[src/sgoc_pkg.sv]
// sgoc_pkg: constants for the sample gain and offset correction block
package sgoc_pkg;

  // ---------------------------------------------------------------
  // register indices (byte address is four times the index)
  // ---------------------------------------------------------------
  localparam logic [5:0] SGOC_IDX_CFG = 6'h03;
  localparam logic [5:0] SGOC_IDX_CH11E = 6'h2a;
  localparam logic [5:0] SGOC_IDX_CH12O = 6'h2b;
  localparam logic [5:0] SGOC_IDX_CH12E = 6'h2c;
  localparam logic [5:0] SGOC_IDX_STATUS = 6'h3e;

  // ---------------------------------------------------------------
  // field positions and reset values
  // ---------------------------------------------------------------
  localparam int SGOC_GAIN_EN_BIT = 12;
  localparam int SGOC_OFFS_EN_BIT = 8;
  localparam int SGOC_RES_LSB = 0;
  localparam int SGOC_GAIN_MSB = 15;
  localparam int SGOC_GAIN_LSB = 11;
  localparam int SGOC_OFFS_MSB = 9;
  localparam int SGOC_OFFS_LSB = 0;
  localparam logic [15:0] SGOC_CORR_RESET = 16'h0000;
  localparam logic [15:0] SGOC_CFG_RESET = 16'h0000;

  // ---------------------------------------------------------------
  // streams, resolutions, datapath sizes
  // ---------------------------------------------------------------
  localparam int SGOC_NUM_STREAMS = 3;
  localparam logic [1:0] SGOC_STREAM_CH11E = 2'h0;
  localparam logic [1:0] SGOC_STREAM_CH12O = 2'h1;
  localparam logic [1:0] SGOC_STREAM_CH12E = 2'h2;
  localparam logic [1:0] SGOC_RES_14 = 2'h0;
  localparam logic [1:0] SGOC_RES_12 = 2'h1;
  localparam logic [1:0] SGOC_RES_10 = 2'h2;
  localparam int SGOC_SAMPLE_W = 14;
  localparam int SGOC_FIFO_W = 16;
  localparam int SGOC_FIFO_DEPTH = 32;
  localparam int SGOC_GAIN_FRAC = 14;
  localparam logic [16:0] SGOC_UNITY_GAIN = 17'h0_4000;
  localparam logic [32:0] SGOC_ROUND_HALF = 33'h0_0000_2000;

  // ---------------------------------------------------------------
  // gain multipliers: 10^(n*0.2/20) in unsigned q2.14
  // ---------------------------------------------------------------
  localparam logic [15:0] SGOC_GAIN_LUT [0:31] = '{
    16'h4000, 16'h417E, 16'h4304, 16'h4494, 16'h462D, 16'h47CF, 16'h497B, 16'h4B32,
    16'h4CF2, 16'h4EBD, 16'h5092, 16'h5273, 16'h545E, 16'h5655, 16'h5858, 16'h5A67,
    16'h5C82, 16'h5EAA, 16'h60DE, 16'h6320, 16'h656F, 16'h67CC, 16'h6A37, 16'h6CB0,
    16'h6F38, 16'h71CF, 16'h7476, 16'h772D, 16'h79F3, 16'h7CCA, 16'h7FB2, 16'h82AC};

endpackage

[src/sgoc_stream_if.sv]
// sgoc_stream_if: valid/ready word carrier between the block's modules
`timescale 1ns/1ps
`default_nettype none

interface sgoc_stream_if #(parameter int WIDTH = 16);
  logic valid;
  logic ready;
  logic [WIDTH-1:0] data;

  modport src (output valid, output data, input ready);
  modport snk (input valid, input data, output ready);
endinterface

`default_nettype wire

[src/sgoc_fifo.sv]
// sgoc_fifo: synchronous fifo with valid/ready on both sides
`timescale 1ns/1ps
`default_nettype none

module sgoc_fifo #(
  parameter int WIDTH = 16,
  parameter int DEPTH = 32
) (
  // clock and reset
  input wire logic clk,
  input wire logic resetn,
  // fill and drain sides
  sgoc_stream_if.snk fillSide,
  sgoc_stream_if.src drainSide,
  // occupancy
  output logic [$clog2(DEPTH):0] level
);

  localparam int AW = $clog2(DEPTH);

  logic [WIDTH-1:0] mem [DEPTH];
  logic [AW-1:0] wrPtr_q, wrPtr_d, rdPtr_q, rdPtr_d;
  logic [AW:0] count_q, count_d;
  logic push, pop;

  assign fillSide.ready = (count_q != (AW+1)'(DEPTH));
  assign drainSide.valid = (count_q != '0);
  assign drainSide.data = mem[rdPtr_q];
  assign level = count_q;
  assign push = fillSide.valid && fillSide.ready;
  assign pop = drainSide.valid && drainSide.ready;

  always_comb begin
    wrPtr_d = wrPtr_q;
    rdPtr_d = rdPtr_q;
    count_d = count_q;
    if (push) begin
      wrPtr_d = wrPtr_q + 1'b1;
    end
    if (pop) begin
      rdPtr_d = rdPtr_q + 1'b1;
    end
    if (push && !pop) begin
      count_d = count_q + 1'b1;
    end else if (pop && !push) begin
      count_d = count_q - 1'b1;
    end
  end

  always_ff @(posedge clk) begin
    if (!resetn) begin
      wrPtr_q <= '0;
      rdPtr_q <= '0;
      count_q <= '0;
    end else begin
      wrPtr_q <= wrPtr_d;
      rdPtr_q <= rdPtr_d;
      count_q <= count_d;
    end
  end

  // storage has no reset: sgoc_top loads drain data into its output register even while count is zero (with outValid low), so unwritten entries can be read
  always_ff @(posedge clk) begin
    if (push) begin
      mem[wrPtr_q] <= fillSide.data;
    end
  end

endmodule // sgoc_fifo

`default_nettype wire

[src/sgoc_top.sv]
// sgoc_top: per-stream digital gain and offset correction with wishbone registers
//
// Contract
// - gain applied only while global gain enable set
// - gain code N gives N times 0.2 dB
// - offset subtracted only while global offset enable set
// - offset is 10-bit signed, 14-bit lsb units
// - register 0x2a corrects channel 11 even stream
// - register 0x2b corrects channel 12 odd stream
// - register 0x2c corrects channel 12 even, independent
//
// The Wishbone register port was left to the implementer.
`timescale 1ns/1ps
`default_nettype none

module sgoc_top
  import sgoc_pkg::*;
(
  // clock and reset
  input wire logic clk,
  input wire logic resetn,
  // wishbone classic slave
  input wire logic wbCyc,
  input wire logic wbStb,
  input wire logic wbWe,
  input wire logic [7:0] wbAdr,
  input wire logic [3:0] wbSel,
  input wire logic [31:0] wbDatW,
  output logic [31:0] wbDatR,
  output logic wbAck,
  // raw sample stream in
  input wire logic sampleValid,
  input wire logic [1:0] sampleStream,
  input wire logic [SGOC_SAMPLE_W-1:0] sampleData,
  output logic sampleReady,
  // corrected sample stream out
  output logic outValid,
  output logic [1:0] outStream,
  output logic [SGOC_SAMPLE_W-1:0] outData,
  input wire logic outReady
);

  // ---------------------------------------------------------------
  // register file
  // ---------------------------------------------------------------
  logic [15:0] corr_q [SGOC_NUM_STREAMS];
  logic [15:0] corr_d [SGOC_NUM_STREAMS];
  logic [15:0] cfg_q, cfg_d;
  logic wbAck_q, wbAck_d;
  logic [31:0] wbDatR_q, wbDatR_d;
  logic [5:0] regIdx;
  logic busReq;
  logic [5:0] fifoLevel;
  logic busy;

  assign regIdx = wbAdr[7:2];
  assign busReq = wbCyc && wbStb && !wbAck_q;

  // byte-lane merge of a 16-bit register
  function automatic logic [15:0] sgoc_merge(input logic [15:0] old, input logic [31:0] wdat,
                                             input logic [3:0] sel);
    logic [15:0] res;
    res = old;
    if (sel[0]) begin
      res[7:0] = wdat[7:0];
    end
    if (sel[1]) begin
      res[15:8] = wdat[15:8];
    end
    return res;
  endfunction

  // each correction register has its own index and feeds only its stream
  genvar gi;
  generate
    for (gi = 0; gi < SGOC_NUM_STREAMS; gi++) begin : gCorr
      localparam logic [5:0] IDX = SGOC_IDX_CH11E + 6'(gi);
      always_comb begin
        corr_d[gi] = corr_q[gi];
        if (busReq && wbWe && regIdx == IDX) begin
          corr_d[gi] = sgoc_merge(corr_q[gi], wbDatW, wbSel);
        end
      end
      always_ff @(posedge clk) begin
        if (!resetn) begin
          corr_q[gi] <= SGOC_CORR_RESET;
        end else begin
          corr_q[gi] <= corr_d[gi];
        end
      end
    end
  endgenerate

  always_comb begin
    cfg_d = cfg_q;
    wbAck_d = busReq;
    wbDatR_d = 32'h0000_0000;
    if (busReq && wbWe && regIdx == SGOC_IDX_CFG) begin
      cfg_d = sgoc_merge(cfg_q, wbDatW, wbSel);
    end
    // unmapped indices still ack, reading zero and ignoring writes
    if (busReq && !wbWe) begin
      case (regIdx)
        SGOC_IDX_CFG: wbDatR_d = {16'h0000, cfg_q};
        SGOC_IDX_CH11E: wbDatR_d = {16'h0000, corr_q[0]};
        SGOC_IDX_CH12O: wbDatR_d = {16'h0000, corr_q[1]};
        SGOC_IDX_CH12E: wbDatR_d = {16'h0000, corr_q[2]};
        SGOC_IDX_STATUS: wbDatR_d = {24'h00_0000, 1'b0, busy, fifoLevel};
        default: wbDatR_d = 32'h0000_0000;
      endcase
    end
  end

  always_ff @(posedge clk) begin
    if (!resetn) begin
      cfg_q <= SGOC_CFG_RESET;
      wbAck_q <= 1'b0;
      wbDatR_q <= 32'h0000_0000;
    end else begin
      cfg_q <= cfg_d;
      wbAck_q <= wbAck_d;
      wbDatR_q <= wbDatR_d;
    end
  end

  assign wbAck = wbAck_q;
  assign wbDatR = wbDatR_q;

  // ---------------------------------------------------------------
  // stage 1: align, pick stream settings, subtract offset
  // ---------------------------------------------------------------
  logic gainEn, offsEn;
  logic [1:0] resMode;
  logic [2:0] alignShift;
  logic accept;
  logic sampleReady_q, sampleReady_d;
  logic [15:0] selReg;
  logic signed [15:0] aligned;
  logic signed [15:0] offsExt;
  logic s1Valid_q, s1Valid_d;
  logic [1:0] s1Stream_q, s1Stream_d;
  logic [2:0] s1Shift_q, s1Shift_d;
  logic signed [15:0] s1Diff_q, s1Diff_d;
  logic [16:0] s1Gain_q, s1Gain_d;

  assign gainEn = cfg_q[SGOC_GAIN_EN_BIT];
  assign offsEn = cfg_q[SGOC_OFFS_EN_BIT];
  assign resMode = cfg_q[SGOC_RES_LSB +: 2];
  assign accept = sampleValid && sampleReady_q;

  always_comb begin
    case (resMode)
      SGOC_RES_12: alignShift = 3'd2;
      SGOC_RES_10: alignShift = 3'd4;
      default: alignShift = 3'd0;
    endcase
    case (sampleStream)
      SGOC_STREAM_CH11E: selReg = corr_q[0];
      SGOC_STREAM_CH12O: selReg = corr_q[1];
      SGOC_STREAM_CH12E: selReg = corr_q[2];
      default: selReg = 16'h0000;
    endcase
    // low-resolution samples are lifted to 14-bit weight so the offset lsb stays a 14-bit lsb
    aligned = 16'(signed'({{2{sampleData[SGOC_SAMPLE_W-1]}}, sampleData}) <<< alignShift);
    offsExt = 16'(signed'(selReg[SGOC_OFFS_MSB:SGOC_OFFS_LSB]));
    s1Valid_d = accept;
    s1Stream_d = sampleStream;
    s1Shift_d = alignShift;
    s1Diff_d = offsEn ? 16'(aligned - offsExt) : aligned;
    s1Gain_d = gainEn ? {1'b0, SGOC_GAIN_LUT[selReg[SGOC_GAIN_MSB:SGOC_GAIN_LSB]]}
                      : SGOC_UNITY_GAIN;
  end

  always_ff @(posedge clk) begin
    if (!resetn) begin
      s1Valid_q <= 1'b0;
      s1Stream_q <= 2'h0;
      s1Shift_q <= 3'h0;
      s1Diff_q <= 16'h0000;
      s1Gain_q <= SGOC_UNITY_GAIN;
    end else begin
      s1Valid_q <= s1Valid_d;
      s1Stream_q <= s1Stream_d;
      s1Shift_q <= s1Shift_d;
      s1Diff_q <= s1Diff_d;
      s1Gain_q <= s1Gain_d;
    end
  end

  // ---------------------------------------------------------------
  // stage 2: multiply, round, saturate, return to resolution
  // ---------------------------------------------------------------
  logic signed [32:0] product;
  logic signed [32:0] rounded;
  logic signed [18:0] scaled;
  logic signed [13:0] clipped;
  logic s2Valid_q, s2Valid_d;
  logic [1:0] s2Stream_q, s2Stream_d;
  logic [SGOC_SAMPLE_W-1:0] s2Data_q, s2Data_d;

  always_comb begin
    product = 33'(s1Diff_q * signed'(s1Gain_q));
    rounded = product + signed'(SGOC_ROUND_HALF);
    scaled = 19'(rounded >>> SGOC_GAIN_FRAC);
    // clip rather than wrap: up to 6.2 dB of gain can overrange a full-scale input
    if (scaled > 19'sd8191) begin
      clipped = 14'sd8191;
    end else if (scaled < -19'sd8192) begin
      clipped = -14'sd8192;
    end else begin
      clipped = 14'(scaled);
    end
    s2Valid_d = s1Valid_q;
    s2Stream_d = s1Stream_q;
    s2Data_d = 14'(clipped >>> s1Shift_q);
  end

  always_ff @(posedge clk) begin
    if (!resetn) begin
      s2Valid_q <= 1'b0;
      s2Stream_q <= 2'h0;
      s2Data_q <= '0;
    end else begin
      s2Valid_q <= s2Valid_d;
      s2Stream_q <= s2Stream_d;
      s2Data_q <= s2Data_d;
    end
  end

  // ---------------------------------------------------------------
  // output fifo and back-pressure
  // ---------------------------------------------------------------
  sgoc_stream_if #(.WIDTH(SGOC_FIFO_W)) fillBus ();
  sgoc_stream_if #(.WIDTH(SGOC_FIFO_W)) drainBus ();

  assign fillBus.valid = s2Valid_q;
  assign fillBus.data = {s2Stream_q, s2Data_q};

  sgoc_fifo #(
    .WIDTH(SGOC_FIFO_W),
    .DEPTH(SGOC_FIFO_DEPTH)
  ) uFifo (
    .clk(clk),
    .resetn(resetn),
    .fillSide(fillBus.snk),
    .drainSide(drainBus.src),
    .level(fifoLevel)
  );

  logic [6:0] committed;
  logic outValid_q, outValid_d;
  logic [1:0] outStream_q, outStream_d;
  logic [SGOC_SAMPLE_W-1:0] outData_q, outData_d;
  logic outLoad;

  assign busy = s1Valid_q || s2Valid_q || outValid_q;
  assign outLoad = !outValid_q || outReady;
  assign drainBus.ready = outLoad;

  always_comb begin
    // count everything in flight so the pipeline never meets a full fifo
    committed = 7'(fifoLevel) + 7'(s1Valid_q) + 7'(s2Valid_q) + 7'(accept);
    sampleReady_d = committed < 7'(SGOC_FIFO_DEPTH);
    outValid_d = outValid_q;
    outStream_d = outStream_q;
    outData_d = outData_q;
    if (outLoad) begin
      outValid_d = drainBus.valid;
      outStream_d = drainBus.data[SGOC_FIFO_W-1 -: 2];
      outData_d = drainBus.data[SGOC_SAMPLE_W-1:0];
    end
  end

  always_ff @(posedge clk) begin
    if (!resetn) begin
      sampleReady_q <= 1'b0;
      outValid_q <= 1'b0;
      outStream_q <= 2'h0;
      outData_q <= '0;
    end else begin
      sampleReady_q <= sampleReady_d;
      outValid_q <= outValid_d;
      outStream_q <= outStream_d;
      outData_q <= outData_d;
    end
  end

  assign sampleReady = sampleReady_q;
  assign outValid = outValid_q;
  assign outStream = outStream_q;
  assign outData = outData_q;

endmodule // sgoc_top

`default_nettype wire

[config.mk]
export PLATFORM = sky130hd
export DESIGN_NAME = sgoc_top
export DESIGN_NICKNAME = d
export VERILOG_FILES = /design/src/sgoc_pkg.sv /design/src/sgoc_stream_if.sv /design/src/sgoc_fifo.sv /design/src/sgoc_top.sv
export SDC_FILE = /design/constraint.sdc
export NUM_CORES = 2
export LEC_CHECK = 0
export ABC_CLOCK_PERIOD_IN_PS = 17980
export BUFFER_PORTS_ARGS = -buffer_cell sky130_fd_sc_hd__buf_2
export CAP_MARGIN = 5
export CORE_UTILIZATION = 39
export CTS_CLUSTER_DIAMETER = 200
export CTS_CLUSTER_SIZE = 24
export DETAILED_ROUTE_END_ITERATION = 6
export PLACE_DENSITY_LB_ADDON = 0.12
export SYNTH_ARGS = -nofsm -noshare
export SYNTH_HDL_FRONTEND = slang
export SYNTH_HIERARCHICAL = 1
export SYNTH_SLANG_ARGS = --single-unit
[constraint.sdc]
create_clock -name clk -period 17.98 [get_ports clk]
set_clock_uncertainty 0.05 [all_clocks]
set_input_delay 1.798 -clock clk [delete_from_list [all_inputs] [get_ports clk]]
set_output_delay 1.798 -clock clk [all_outputs]
set_load 0.005 [all_outputs]
==> impl_metrics.csv <==
group,metric,value,unit
power,peakVddDrop,0.0000666,V
layout,final_common_cell,"edfxtp_1",
placed_design,hpwlAfterDp,62.6,mm
drt,wl_met3,4.87,mm
drt,vias,23721,
hold_path,min_from,"s1Stream_q[0]$_SDFF_PN0_",
layout,mostFrequentLayoutCells,"512 x edfxtp_1, 297 x nand2_1, 261 x inv_1",
setup_path,cp_max_fo,16,
layout,multi_input_area,16500,um2
sta,setup_viol,0,
floorplanning,ios,118,
logic_synthesis,synth_cells,3027,
floorplanning,die_x,310,um
power,p_per_area,82.5,nW/um2
floorplanning,fp.dieH,310,um
clock_tree,clockBufferDepth,3,
hold_path,hp-class,"reg2reg",
sta,tns,0,ps
layout,nNetsFinal,3475,
clock_tree,post_cts_buffers,0,
sta,period_minus_slack,7660,ps
clock_tree,cts.htree.levels,2,
drt,via_per_inst,5.48,
drt,routedWlPerCell,21.9,um
layout,drive_gt1_frac,0.0985,
outcome,status,"finished, final reports clean",
global_routing,antenna_found_initial,1,
drt,drt-total-wl,94.8,mm
layout,antenna_cells,0,
clock_tree,cts_tree,"built",
global_routing,grt_pass1_vias,24167,
drt,met2_length,45.3,mm
global_routing,grt_max_degree,82,
drt,wirelength_met1,43.2,mm
sta,tightest_slew,1210,ps
layout,utilization,0.426,
setup_path,cp-end-kind,"register",
drt,drc,0,
drt,dr.pass1.iters,7,
logic_synthesis,yosys_warnings,6,
floorplanning,fp.dieArea,96100,um2
sta,slew-limit-headroom,0.189,
setup_path,critPathKind,"reg2reg",
layout,final-instance-count-excl-fill,4330,
hold_path,hold_end,"s2Stream_q[0]$_SDFF_PN0_",
sta,hold_violations,0,
clock_tree,insertion_delay,590,ps
logic_synthesis,synthesis.area,37000,um2
setup_path,crit_required,18430,ps
global_routing,grt_pass1_wl,145,mm
placed_design,dp.cells,4274,
logic_synthesis,syn_area_per_cell,12.2,um2
clock_tree,cts_inserted_buffers,34,
global_routing,grt_usage,0.199,
clock_tree,cts.clk_slew.worst_paths,110,ps
floorplanning,core_area,93600,um2
setup_path,arrival,8110,ps
sta,rsz0062_at_grt,"no",
global_routing,grt_overflow,0,
sta,layout_worst_path_cycle_share,0.426,
drt,dr.max_layer_used,"met4",
setup_path,cp-start-kind,"register",
clock_tree,cts_resized,0,
floorplanning,rows,112,
clock_tree,clock_tree.root_cell,"clkbuf_16",
power,p_leak,0.0145,uW
layout,seqCellArea,18900,um2
setup_path,rr_worst_depth,21,
clock_tree,cts_hold_buf,0,
setup_path,r2r-end,"s2Data_q[8]$_SDFF_PN0_",
setup_path,rrSetupSlack,10320,ps
drt,postRouteAntennaNets,0,
placed_design,routabilityCongestion,0.818,
sta,max_freq,0.131,GHz
layout,area_delta_synth_final,7.75,%
flow_run,cap_violations,0,
hold_path,holdPathStages,1,
layout,n_fill_cell,8729,
drt,dr.first_iter.drc_count,1893,
setup_path,reg2reg_from,"s1Diff_q[2]$_SDFF_PN0_",
placed_design,io_buffers,81,
clock_tree,clock-sinks,686,
sta,finalMaxSlewViolations,0,
floorplanning,start_util,0.395,
sta,whs,392,ps
-- how the worst max path moves through the flow --
stage	startpoint	to	slack [ps]	cells after the start
2_1_floorplan	s1Diff_q[1]$_SDFF_PN0_	s2Data_q[6]$_SDFF_PN0_	11560	22
4_1_cts	s1Diff_q[2]$_SDFF_PN0_	s2Data_q[8]$_SDFF_PN0_	10210	21
5_1_grt	s1Diff_q[1]$_SDFF_PN0_	s2Data_q[8]$_SDFF_PN0_	9760	21
6_report	s1Diff_q[2]$_SDFF_PN0_	s2Data_q[8]$_SDFF_PN0_	10320	21
3_3_place_gp	s1Diff_q[3]$_SDFF_PN0_	s2Data_q[8]$_SDFF_PN0_	10340	21
3_5_place_dp	s1Diff_q[2]$_SDFF_PN0_	s2Data_q[8]$_SDFF_PN0_	10240	21
-- registers in the layout (all words and copies together), names as in the netlist, 2 cells and up, named ones only --
signal and cells:
s1Shift_q 2, wbDatR 16, s1Stream_q 2, s1Gain_q 16, s2Stream_q 2, cfg_q 16, s2Data_q 14, s1Diff_q 16
corr_q 48, uFifo/rdPtr_q 5, uFifo/level 6, outStream 2, outData 14, uFifo/mem 512, uFifo/wrPtr_q 5
-- critical path, stage by stage (launching register included) --
cell       delay (ps)
dfxtp_1           890
nand2_1           180
fa_1              540
fa_1              520
fa_1              510
inv_1              50
fa_1              490
fa_1              500
inv_1              50
fa_1              490
inv_1              40
ha_1              290
nand4_1           250
a211oi_2          470
a2111oi_4         180
nor4b_1           460
nor4b_1           100
nor3_1            400
nand4_1           200
o21ai_2           480
a31oi_1           150
a311oi_1          270
-- power breakdown --
part	switching [uW]	internal, uW
clock network	507	365
logic	349	255
registers	66.7	1750
total	922	2370
-- stage by stage --
stage          total power, uW  area, um2  worst slack, ps
6_report                  3290      39900            10320
3_5_place_dp              2460      38900            10240
4_1_cts                   3330      39900            10210
2_1_floorplan             2260      37100            11560
5_1_grt                   3430      39900             9760
3_3_place_gp              2450      38900            10340
-- cell type report --
| class | instances | area share |
|---|---|---|
| Tap cell | 1254 | 0.0394 |
| Clock inverter | 4 | 0.00176 |
| Timing Repair Buffer | 156 | 0.0243 |
| Sequential cell | 686 | 0.473 |
| Inverter | 264 | 0.0249 |
| Multi-Input combinational cell | 1914 | 0.414 |
| Clock buffer | 52 | 0.0230 |
-- metal layers --
metal  global-route usage  up-vias
li1                     -    10794
met1                0.283    12201
met2                0.330      640
met3               0.0234       86
met4               0.0351        0
met5                    0        -
Power figures use the tool's default switching activity.
